<file path="config.mk">
export PLATFORM = sky130hd
export DESIGN_NAME = vsw_host_flat
export DESIGN_NICKNAME = d
export VERILOG_FILES = /design/src/vsw_pkg.sv /design/src/vsw_if.sv /design/src/vsw_host.sv /design/src/flat_wrapper.sv
export VERILOG_INCLUDE_DIRS = /design/src
export SDC_FILE = /design/constraint.sdc
export NUM_CORES = 1
export LEC_CHECK = 0
export ABC_AREA = 1
export ABC_CLOCK_PERIOD_IN_PS = 1300
export BUFFER_PORTS_ARGS = -buffer_cell sky130_fd_sc_hd__buf_2
export CAP_MARGIN = 15
export CORE_AREA = 2 2 102 104
export CTS_CLUSTER_SIZE = 28
export DETAILED_ROUTE_END_ITERATION = 10
export DIE_AREA = 0 0 104 106
export PLACE_DENSITY = 0.75
export SYNTH_ARGS = -nofsm -noshare
export SYNTH_HDL_FRONTEND = slang
export SYNTH_SLANG_ARGS = --single-unit
</file>
<file path="constraint.sdc">
create_clock -name mclk -period 1.3 [get_ports mclk]
set_input_delay 0.065 -clock mclk [delete_from_list [all_inputs] [get_ports mclk]]
set_output_delay 0.065 -clock mclk [all_outputs]
set_load 0.05 [all_outputs]
</file>
<file path="src/vsw_map.svh">
`ifndef VSW_MAP_SVH
`define VSW_MAP_SVH

// ------------------------------------------------------------
// clock and timing
// ------------------------------------------------------------
`define VSW_CLK_PERIOD_NS  25
`define VSW_PD_MIN_NS      150
`define VSW_PD_MIN_CYC     \
  ((`VSW_PD_MIN_NS + `VSW_CLK_PERIOD_NS - 1) / `VSW_CLK_PERIOD_NS)
`define VSW_BUF_MIN_NS     1300
`define VSW_BUF_MIN_CYC    \
  ((`VSW_BUF_MIN_NS + `VSW_CLK_PERIOD_NS - 1) / `VSW_CLK_PERIOD_NS)
`define VSW_SPIKE_MAX_NS   50
`define VSW_SPIKE_MAX_CYC  \
  ((`VSW_SPIKE_MAX_NS / `VSW_CLK_PERIOD_NS) < 1 ? 1 : \
   (`VSW_SPIKE_MAX_NS / `VSW_CLK_PERIOD_NS))

// ------------------------------------------------------------
// device control registers (link register port)
// ------------------------------------------------------------
`define VSW_DREG_SEL_A     5'h00
`define VSW_DREG_SEL_B     5'h01
`define VSW_SEL_RESET      3'h0
`define VSW_SEL_OFF        3'h0

// ------------------------------------------------------------
// host apb registers
// ------------------------------------------------------------
`define VSW_HREG_CTRL      12'h000
`define VSW_HREG_CMD       12'h004
`define VSW_HREG_STATUS    12'h008
`define VSW_CTRL_RESET     32'h0000_3000
`define VSW_CTRL_RELEASE   0
`define VSW_CTRL_PARALLEL  1
`define VSW_CTRL_SEL_A_LSB 4
`define VSW_CTRL_SEL_B_LSB 8
`define VSW_CTRL_CLK_LINE  12
`define VSW_CTRL_DATA_LINE 13
`define VSW_CMD_WRITE      0
`define VSW_CMD_ADDR_LSB   8
`define VSW_CMD_DATA_LSB   16
`define VSW_ST_BUSY        0
`define VSW_ST_REFUSED     1
`define VSW_ST_DONE        2
`define VSW_ST_PDN         3
`define VSW_ST_RDATA_LSB   8

`endif

</file>
<file path="src/vsw_pkg.sv">
package vsw_pkg;

  typedef logic [2:0] vsw_sel_t;
  typedef logic [4:0] vsw_addr_t;
  typedef logic [7:0] vsw_data_t;

  typedef enum logic [1:0] {
    VSW_H_IDLE,
    VSW_H_REQ,
    VSW_H_GAP
  } vsw_host_state_t;

endpackage : vsw_pkg

</file>
<file path="src/vsw_if.sv">
interface vsw_if;
  import vsw_pkg::*;

  // ------------------------------------------------------------
  // mode and select pins
  // ------------------------------------------------------------
  logic      powerdown_pin_active_low;
  logic      parallel_mode;
  vsw_sel_t  first_source_select;
  vsw_sel_t  second_source_select;

  // ------------------------------------------------------------
  // register access port
  // ------------------------------------------------------------
  logic      reg_req;
  logic      reg_we;
  vsw_addr_t reg_addr;
  vsw_data_t reg_wdata;
  logic      reg_ack;
  logic      reg_refused;
  vsw_data_t reg_rdata;

  // ------------------------------------------------------------
  // raw two-wire lines
  // ------------------------------------------------------------
  logic      bus_clk_line;
  logic      bus_data_line;

  modport dev (
    input  powerdown_pin_active_low,
    input  parallel_mode,
    input  first_source_select,
    input  second_source_select,
    input  reg_req,
    input  reg_we,
    input  reg_addr,
    input  reg_wdata,
    output reg_ack,
    output reg_refused,
    output reg_rdata,
    input  bus_clk_line,
    input  bus_data_line
  );

  modport host (
    output powerdown_pin_active_low,
    output parallel_mode,
    output first_source_select,
    output second_source_select,
    output reg_req,
    output reg_we,
    output reg_addr,
    output reg_wdata,
    input  reg_ack,
    input  reg_refused,
    input  reg_rdata,
    output bus_clk_line,
    output bus_data_line
  );

endinterface : vsw_if

</file>
<file path="src/vsw_host.sv">
// Chosen here: the APB slave port and the register addresses.
`include "vsw_map.svh"

module vsw_host
  import vsw_pkg::*;
#(
  parameter int PD_CYC  = `VSW_PD_MIN_CYC,
  parameter int BUF_CYC = `VSW_BUF_MIN_CYC
) (
  // clock and reset
  input  wire logic        mclk,
  input  wire logic        resetn,
  // apb slave
  input  wire logic [11:0] paddr,
  input  wire logic        psel,
  input  wire logic        penable,
  input  wire logic        pwrite,
  input  wire logic [31:0] pwdata,
  output logic [31:0]      prdata,
  output logic             pready,
  output logic             pslverr,
  // link to device
  vsw_if.host              link
);

  // ------------------------------------------------------------
  // apb decode
  // ------------------------------------------------------------
  logic        acc;
  logic        wr;
  logic        mapped;
  logic [31:0] ctrl;
  logic        st_refused;
  logic        st_done;
  vsw_data_t   st_rdata;
  vsw_host_state_t state;
  logic [31:0] next_prdata;

  assign acc    = psel && penable && !pready;
  assign wr     = psel && penable && pready && pwrite;
  assign mapped = (paddr == `VSW_HREG_CTRL) || (paddr == `VSW_HREG_CMD)
                  || (paddr == `VSW_HREG_STATUS);

  always_comb begin
    next_prdata = 32'h0000_0000;
    if (paddr == `VSW_HREG_CTRL) begin
      next_prdata = ctrl;
    end else if (paddr == `VSW_HREG_STATUS) begin
      next_prdata[`VSW_ST_BUSY]    = (state != VSW_H_IDLE);
      next_prdata[`VSW_ST_REFUSED] = st_refused;
      next_prdata[`VSW_ST_DONE]    = st_done;
      next_prdata[`VSW_ST_PDN]     = link.powerdown_pin_active_low;
      next_prdata[`VSW_ST_RDATA_LSB +: 8] = st_rdata;
    end
  end

  // one wait state on every transfer
  always_ff @(posedge mclk or negedge resetn) begin
    if (!resetn) begin
      pready  <= 1'b0;
      pslverr <= 1'b0;
      prdata  <= 32'h0000_0000;
    end else begin
      pready  <= acc;
      pslverr <= acc && !mapped;
      if (acc) begin
        prdata <= pwrite ? 32'h0000_0000 : next_prdata;
      end
    end
  end

  always_ff @(posedge mclk or negedge resetn) begin
    if (!resetn) begin
      ctrl <= `VSW_CTRL_RESET;
    end else if (wr && paddr == `VSW_HREG_CTRL) begin
      ctrl <= pwdata;
    end
  end

  // ------------------------------------------------------------
  // pin drive
  // ------------------------------------------------------------
  localparam int PW = $clog2(PD_CYC + 1);
  logic [PW-1:0] pd_cnt;

  // release only after the low phase has lasted PD_CYC cycles
  always_ff @(posedge mclk or negedge resetn) begin
    if (!resetn) begin
      pd_cnt                        <= '0;
      link.powerdown_pin_active_low <= 1'b0;
    end else begin
      if (!ctrl[`VSW_CTRL_RELEASE]) begin
        pd_cnt <= '0;
      end else if (pd_cnt != PW'(PD_CYC)) begin
        pd_cnt <= pd_cnt + PW'(1);
      end
      link.powerdown_pin_active_low <= ctrl[`VSW_CTRL_RELEASE]
                                       && (pd_cnt == PW'(PD_CYC));
    end
  end

  always_ff @(posedge mclk or negedge resetn) begin
    if (!resetn) begin
      link.parallel_mode        <= 1'b0;
      link.first_source_select  <= `VSW_SEL_OFF;
      link.second_source_select <= `VSW_SEL_OFF;
      link.bus_clk_line         <= 1'b1;
      link.bus_data_line        <= 1'b1;
    end else begin
      link.parallel_mode        <= ctrl[`VSW_CTRL_PARALLEL];
      link.first_source_select  <= ctrl[`VSW_CTRL_SEL_A_LSB +: 3];
      link.second_source_select <= ctrl[`VSW_CTRL_SEL_B_LSB +: 3];
      link.bus_clk_line         <= ctrl[`VSW_CTRL_CLK_LINE];
      link.bus_data_line        <= ctrl[`VSW_CTRL_DATA_LINE];
    end
  end

  // ------------------------------------------------------------
  // register command sequencer
  // ------------------------------------------------------------
  localparam int GW = $clog2(BUF_CYC + 1);
  logic [GW-1:0] gap_cnt;
  logic          cmd_go;
  logic          st_clr;

  assign cmd_go = wr && (paddr == `VSW_HREG_CMD) && (state == VSW_H_IDLE);
  assign st_clr = wr && (paddr == `VSW_HREG_STATUS);

  always_ff @(posedge mclk or negedge resetn) begin
    if (!resetn) begin
      state          <= VSW_H_IDLE;
      gap_cnt        <= '0;
      link.reg_req   <= 1'b0;
      link.reg_we    <= 1'b0;
      link.reg_addr  <= 5'h00;
      link.reg_wdata <= 8'h00;
    end else begin
      case (state)
        VSW_H_IDLE: begin
          if (cmd_go) begin
            link.reg_req   <= 1'b1;
            link.reg_we    <= pwdata[`VSW_CMD_WRITE];
            link.reg_addr  <= pwdata[`VSW_CMD_ADDR_LSB +: 5];
            link.reg_wdata <= pwdata[`VSW_CMD_DATA_LSB +: 8];
            state          <= VSW_H_REQ;
          end
        end
        VSW_H_REQ: begin
          if (link.reg_ack) begin
            link.reg_req <= 1'b0;
            gap_cnt      <= '0;
            state        <= VSW_H_GAP;
          end
        end
        VSW_H_GAP: begin
          if (gap_cnt == GW'(BUF_CYC - 1)) begin
            state <= VSW_H_IDLE;
          end else begin
            gap_cnt <= gap_cnt + GW'(1);
          end
        end
        default: begin
          state        <= VSW_H_IDLE;
          link.reg_req <= 1'b0;
        end
      endcase
    end
  end

  // sticky status; a set in the clearing cycle wins
  always_ff @(posedge mclk or negedge resetn) begin
    if (!resetn) begin
      st_refused <= 1'b0;
      st_done    <= 1'b0;
      st_rdata   <= 8'h00;
    end else if (state == VSW_H_REQ && link.reg_ack) begin
      st_done    <= 1'b1;
      st_refused <= link.reg_refused || st_refused;
      st_rdata   <= link.reg_rdata;
    end else if (st_clr) begin
      st_done    <= st_done && !pwdata[`VSW_ST_DONE];
      st_refused <= st_refused && !pwdata[`VSW_ST_REFUSED];
    end
  end

endmodule : vsw_host

</file>
<file path="src/flat_wrapper.sv">
// flat-port wrapper written by rule: the top's interface ports become plain ports
module vsw_host_flat import vsw_pkg::*;
#(
  parameter int PD_CYC  = `VSW_PD_MIN_CYC,
  parameter int BUF_CYC = `VSW_BUF_MIN_CYC
)
  (mclk, resetn, paddr, psel, penable, pwrite, pwdata, prdata, pready, pslverr, link_powerdown_pin_active_low, link_parallel_mode, link_first_source_select, link_second_source_select, link_reg_req, link_reg_we, link_reg_addr, link_reg_wdata, link_reg_ack, link_reg_refused, link_reg_rdata, link_bus_clk_line, link_bus_data_line);
  vsw_if link_i ();
  input  wire logic mclk;
  input  wire logic resetn;
  input  wire logic [11:0] paddr;
  input  wire logic psel;
  input  wire logic penable;
  input  wire logic pwrite;
  input  wire logic [31:0] pwdata;
  output logic [31:0] prdata;
  output logic pready;
  output logic pslverr;
  output wire logic [$bits(link_i.powerdown_pin_active_low)-1:0] link_powerdown_pin_active_low;
  output wire logic [$bits(link_i.parallel_mode)-1:0] link_parallel_mode;
  output wire logic [$bits(link_i.first_source_select)-1:0] link_first_source_select;
  output wire logic [$bits(link_i.second_source_select)-1:0] link_second_source_select;
  output wire logic [$bits(link_i.reg_req)-1:0] link_reg_req;
  output wire logic [$bits(link_i.reg_we)-1:0] link_reg_we;
  output wire logic [$bits(link_i.reg_addr)-1:0] link_reg_addr;
  output wire logic [$bits(link_i.reg_wdata)-1:0] link_reg_wdata;
  input wire logic [$bits(link_i.reg_ack)-1:0] link_reg_ack;
  input wire logic [$bits(link_i.reg_refused)-1:0] link_reg_refused;
  input wire logic [$bits(link_i.reg_rdata)-1:0] link_reg_rdata;
  output wire logic [$bits(link_i.bus_clk_line)-1:0] link_bus_clk_line;
  output wire logic [$bits(link_i.bus_data_line)-1:0] link_bus_data_line;
  assign link_powerdown_pin_active_low = link_i.powerdown_pin_active_low;
  assign link_parallel_mode = link_i.parallel_mode;
  assign link_first_source_select = link_i.first_source_select;
  assign link_second_source_select = link_i.second_source_select;
  assign link_reg_req = link_i.reg_req;
  assign link_reg_we = link_i.reg_we;
  assign link_reg_addr = link_i.reg_addr;
  assign link_reg_wdata = link_i.reg_wdata;
  assign link_i.reg_ack = link_reg_ack;
  assign link_i.reg_refused = link_reg_refused;
  assign link_i.reg_rdata = link_reg_rdata;
  assign link_bus_clk_line = link_i.bus_clk_line;
  assign link_bus_data_line = link_i.bus_data_line;
  vsw_host #(.PD_CYC(PD_CYC), .BUF_CYC(BUF_CYC)) u_core (.mclk(mclk), .resetn(resetn), .paddr(paddr), .psel(psel), .penable(penable), .pwrite(pwrite), .pwdata(pwdata), .prdata(prdata), .pready(pready), .pslverr(pslverr), .link(link_i));
endmodule
</file>
==> results of run 1 <==
## through the flow
stage	setup slack (ps)	cells	setup TNS, ps	hold WS [ps]
after global placement	55.7	756	0	-10.0
after global routing	-59.0	820	-1540	9.32
final	-3.58	820	-3.58	13.6
after floorplan	-91.6	501	-2810	-231
after CTS	3.98	814	0	1.80
after detailed placement	-38.6	756	-140	-8.32
## cells in the final DEF (no fill, tap or decap), types with 3 or more instances in the layout
master,synthesis,layout
nand2_1,158,143
clkbuf_8,0,10
inv_1,59,58
nor2_1,22,8
a21oi_2,13,13
nand2_2,2,16
nor2_2,4,15
nand3_1,21,20
buf_12,0,8
o21ai_0,22,20
buf_4,0,18
o31ai_1,12,12
buf_2,10,116
o21ai_1,28,25
dlygate4sd3_1,0,42
dfstp_2,4,4
inv_2,2,3
nor2_4,1,4
dfrtp_1,108,106
o21ai_2,7,12
## sequential cells by signal, indices dropped and copies added (netlist names)
signal	flops
u_core.pready	1
u_core.state	2
u_core.ctrl	32
u_core.pd_cnt	3
u_core.gap_cnt	6
u_core.link.bus_clk_line	1
u_core.link.reg_wdata	8
u_core.st_refused	1
u_core.link.bus_data_line	1
u_core.link.second_source_select	3
u_core.link.reg_we	1
u_core.link.first_source_select	3
u_core.link.parallel_mode	1
u_core.link.powerdown_pin_active_low	1
u_core.link.reg_addr	5
u_core.link.reg_req	1
u_core.prdata	32
u_core.st_done	1
u_core.st_rdata	8
u_core.pslverr	1
## worst max-delay path, stage by stage, from the launching register on
cell,delay (ps)
dfrtp_2,400
nand2_2,60
nor2_4,180
nand3_4,180
buf_12,210
nor2_2,110
a21oi_2,40
## layout make-up
class	instances	area, um^2	area share
timing repair buffer	186	1350	0.210
multi-input combinational	309	1670	0.259
sequential	112	2810	0.437
tap	136	170	0.0265
inverter	61	229	0.0356
clock buffer	10	138	0.0214
clock inverter	6	67.6	0.0105
## cell families (layout without fill, tap and decap cells)
| kind of cell | after synthesis | count (layout) | synth area share |
|---|---|---|---|
| AND/OR/NAND/NOR | 217 | 217 | 0.197 |
| flip-flops | 112 | 112 | 0.597 |
| AO/OA/AOI/OAI | 87 | 87 | 0.118 |
| buffers and inverters | 80 | 263 | 0.0761 |
| adder cells (fa/ha/maj) | 3 | 3 | 0.00798 |
| XOR/XNOR | 2 | 2 | 0.00373 |
## final timing paths
path | slack, ps | cells past startpoint | end
max in group asynchronous | 550 | 3 | u_core.gap_cnt[2]
worst max register to register | -4 | 6 | u_core.ctrl[5]
worst min-delay path | 10 | 4 | u_core.st_refused
min in group asynchronous | 120 | 2 | u_core.ctrl[14]
worst min register to register | 380 | 0 | u_core.link.first_source_select[2]
worst max-delay path | -4 | 6 | u_core.ctrl[5]
## what timing repair did
| action | in CTS | in global routing |
|---|---|---|
| gates cloned | 0 | 2 |
| endpoints found under the setup margin | 5 | 66 |
| hold buffers | 42 | 0 |
| endpoints found under the hold margin | 167 | 0 |
| pin swaps | 0 | 3 |
| buffers inserted | 0 | 4 |
| gates resized for setup | 2 | 25 |
## per-layer routing
metal | vias to the layer above | wire length (um) | share of wire | GRT usage
met5 | - | 0 | 0 | 0
met3 | 19 | 443 | 0.038 | 0.0368
li1 | 1940 | - | - | -
met2 | 107 | 6050 | 0.51 | 0.349
met4 | 0 | 272 | 0.023 | 0.0975
met1 | 1904 | 5010 | 0.43 | 0.275
## power groups by stage
stage,Combinational (mW),Clock (mW),Sequential [mW]
detailed placement,0.308,0,3.56
floorplan,0.0676,0,3.57
finish,0.412,2.13,3.49
CTS,0.407,2.19,3.49
global placement,0.304,0,3.56
global route,0.453,2.33,3.49
==> flow_summary.toml, run 1 <==
[run_status]
status = "finished with violations"
violations = "setup timing"

[routing]
wl_per_cell_um = 14.4
drcViolationCount = 0
drt_iter0_markers = 243
wirelength_mm = 11.8
viasPerCell = 4.84
dr.pass1.iters = 4
vias = 3970
ant_nets = 0

[global_routing]
grt_pass1_wl_mm = 18.5
track_usage = 0.212
antenna_found_initial = 0
grt_overflow_total = 0
grt_start_max_net_pins = 58
grt_pass1_vias = 3991

[logic_synthesis]
syn-num-nets = 563
synth_top_area_share = 0.575
async_flop_share = 1.00
syn_area_mm2 = 0.00470
netlist_top_cells_area = "dfrtp_1 57%, nand2_1 13%, inv_1 4.7%, o21ai_1 3.0%, a21oi_2 2.4%"
ys_warn_count = 0
ys.flop_type = "dfrtp_1"
yosysSeqAreaShare = 0.597
avgSynthCellArea_um2 = 9.39
synth_cell_types = 33
yosysTopAreaCell = "dfrtp_1"
synth_most_common_cell = "nand2_1"
ys_ff_latch = 112
ys_top_cells_by_count = "158 x nand2_1, 108 x dfrtp_1, 59 x inv_1"
netlist_instances = 501
synth_edf_count = 0

[sta]
hold_viol = 0
worstMarginPinSlew_ps = 411
setup_viol = 1
fmax_ghz = 0.767
final-max-slew-violation-count = 0
period_share = 1.00
rsz0062_at_grt = "true"
clock_skew_ps = 7.18
period_needed_ps = 1300
fin_ws_ps = -3.58
max-slew-margin-rel = 0.725

[pwr]
p_leak_nw = 3.46
switching_share = 0.233
power_frac_comb = 0.068
clockPowerShare = 0.354
power_switching_mw = 1.40
power.internal_mw = 4.63
ir_drop_mv = 0.457
seqPwrFrac = 0.578
totalPowerFinal_mw = 6.04
powerDensity_mw_per_mm2 = 939

[worst_setup_path]
crit_required_ps = 1580
cp.arrival_ps = 1580
rr_startpoint = "u_core.pready"
crit_path_max_fanout = 20
crit_path_end_kind = "flip-flop"
critPathKind = "flip-flop to flip-flop"
critPathLaunchType = "flip-flop"
crit_path_start = "u_core.pready"

[layout]
nFillCells = 803
areaGrowthSynthToFinish_pct = 36.7
nets = 741
final_core_util = 0.643
drive_above_1_share = 0.346
fin_area_mm2 = 0.00643
n_antenna_cell = 0

[floorplan]
die_area_mm2 = 0.0110
die_y_um = 106
start_util = 0.470
core_mm2 = 0.0100
rows = 37
io-pin-count = 118
die_w_um = 104

[run]
maxCapViolations = 0

[placed_design]
dp_hpwl_mm = 7.60
place.gp.congestion = 0.805
port_buffers = 117
postPlaceCellArea_mm2 = 0.00564

[cts]
cts_sinks = 112
cts_made_buffers = 9
cts_tree = "built"
clkLatencyLatePin_ps = 380
ctsRootBufferMaster = "clkbuf_8"
clock_path_buffers = 2
htreeDepth = 3
clkTransAtPathRegs_ps = 100

[hold_path]
min_path_type = "primary input to flip-flop"
hp-start = "link_reg_refused"
No activity file was read; power rests on OpenSTA's default activity.
==> run 2, diff against run 1 <==
--- a/constraint.sdc
+++ b/constraint.sdc
@@ -3,2 +3,2 @@
 set_output_delay 0.065 -clock mclk [all_outputs]
-set_load 0.05 [all_outputs]
+set_load 0.02 [all_outputs]
==> flow_summary.toml, run 2 (synthesis gave the netlist of run 1 again) <==
[run_status]
status = "complete, no violations"

[worst_setup_path]
reg2reg_to = "u_core.link.reg_wdata[5]"
worst-r2r-setup-slack_ps = 20
crit_required_ps = 1610
crit_path_end_kind = "flip-flop"
crit_path_start = "u_core.pready"
critPathLaunchType = "flip-flop"
crit_path_max_fanout = 8
r2r_cells = 8
cp-endpoint = "u_core.link.reg_wdata[5]"
cp.arrival_ps = 1590
critPathKind = "flip-flop to flip-flop"
rr_startpoint = "u_core.pready"

[layout]
multi_input_comb_area_mm2 = 0.00170
final_cell_mix = "142 x nand2_1, 116 x buf_2, 107 x dfrtp_1"
final_common_cell = "nand2_1"
final_core_util = 0.659
reg_top3 = "u_core.ctrl (32), u_core.prdata (32)"
seq_area_mm2 = 0.00281
nets = 750
fin_cells = 830
areaGrowthSynthToFinish_pct = 40.0
nFillCells = 779
drive_above_1_share = 0.354

[cts]
cts_made_buffers = 9
clkLatencyLatePin_ps = 370
ctsRootBufferMaster = "clkbuf_8"
cts_tree = "built"
clkTransAtPathRegs_ps = 100
htreeDepth = 3
cts_sinks = 112
clock_path_buffers = 2

[placed_design]
place.gp.congestion = 0.833
dp.cells = 762
port_buffers = 117
dp_hpwl_mm = 7.74

[sta]
fin_hold_ws_ps = 36.6
period_share = 0.984
hold_viol = 0
setup_viol = 0
period_needed_ps = 1280
worstMarginPinSlew_ps = 328
setup_tns_ps = 0
final-max-slew-violation-count = 0
fmax_ghz = 0.781
clock_skew_ps = 10.8
max-slew-margin-rel = 0.781
rsz0062_at_grt = "true"

[floorplan]
die_w_um = 104
die_y_um = 106
start_util = 0.470
io-pin-count = 118
core_mm2 = 0.0100
rows = 37
die_area_mm2 = 0.0110

[routing]
drt_iter0_markers = 175
drcViolationCount = 0
vias = 4015
ant_nets = 0
wl_per_cell_um = 13.9
dr.pass1.iters = 5
wirelength_mm = 11.5
viasPerCell = 4.84

[global_routing]
grt_pass1_wl_mm = 18.7
grt_pass1_vias = 3978
grt_start_max_net_pins = 39
track_usage = 0.211
antenna_found_initial = 0
grt_overflow_total = 0

[pwr]
power.internal_mw = 4.74
ir_drop_mv = 0.469
totalPowerFinal_mw = 6.09
clockPowerShare = 0.358
powerDensity_mw_per_mm2 = 924
power_frac_comb = 0.069
p_leak_nw = 3.57
switching_share = 0.221
seqPwrFrac = 0.573
power_switching_mw = 1.34

[run]
maxCapViolations = 0

[hold_path]
min_path_type = "primary input to flip-flop"
-- run 2: cell count changes in the layout (fill, tap and decap cells not counted), sizes merged --
cell	delta
buf	+11
clkinv	+1
clkinvlp	-1
diode	+1
inv	-2
-- run 2: repair_timing --
item,CTS,global route
gates resized for setup,14,48
endpoints found under the hold margin,164,0
endpoints found under the setup margin,14,84
pin swaps,2,10
cloned,2,0
hold buffers,42,0
buffers inserted,3,4
-- run 2: cell type report --
cell class / instances / share of cell area
antenna: 1 / 0.000380
clock buffer: 12 / 0.0251
clock inverter: 4 / 0.00779
inverter: 61 / 0.0371
multi-input combinational: 309 / 0.258
sequential: 112 / 0.427
tap: 136 / 0.0258
timing repair buffer: 195 / 0.220
-- run 2: worst max-delay path, stage by stage (launching register included) --
cell and delay [ps]:
dfrtp_2 380, nand2_2 70, nor2_4 90, buf_6 110, nand4_4 180, buf_12 210, clkinv_8 70, nand2_1 50
nand2_1 60
-- run 2: worst min-delay path by stage --
stage,slack [ps],cells after the start,to,startpoint
after floorplan,-230,0,u_core.ctrl[0],resetn
after global placement,-10,1,u_core.ctrl[22],resetn
after detailed placement,-9,1,u_core.ctrl[22],resetn
after CTS,10,4,u_core.st_refused,link_reg_refused
after global routing,40,4,u_core.st_refused,link_reg_refused
final,40,4,u_core.st_refused,link_reg_refused
-- run 2: through the flow --
step	setup slack, ps	area, um^2
after global routing	-60.2	6580
after CTS	3.84	6400
after floorplan	37.1	4710
final	20.3	6590
after detailed placement	-30.5	5670
after global placement	26.6	5670
-- run 2: routing by layer --
layer	up-vias	GRT usage	part of all wire
li1	1955	-	-
met1	1914	0.270	0.42
met2	116	0.354	0.52
met3	30	0.0368	0.037
met4	0	0.0985	0.029
met5	-	0	0
-- run 2: power by group through the flow --
stage	registers, mW	logic [mW]	clock network, mW
final	3.49	0.422	2.18
after global routing	3.49	0.462	2.36
after CTS	3.49	0.409	2.23
after detailed placement	3.56	0.304	0
after global placement	3.56	0.299	0
after floorplan	3.56	0.0670	0
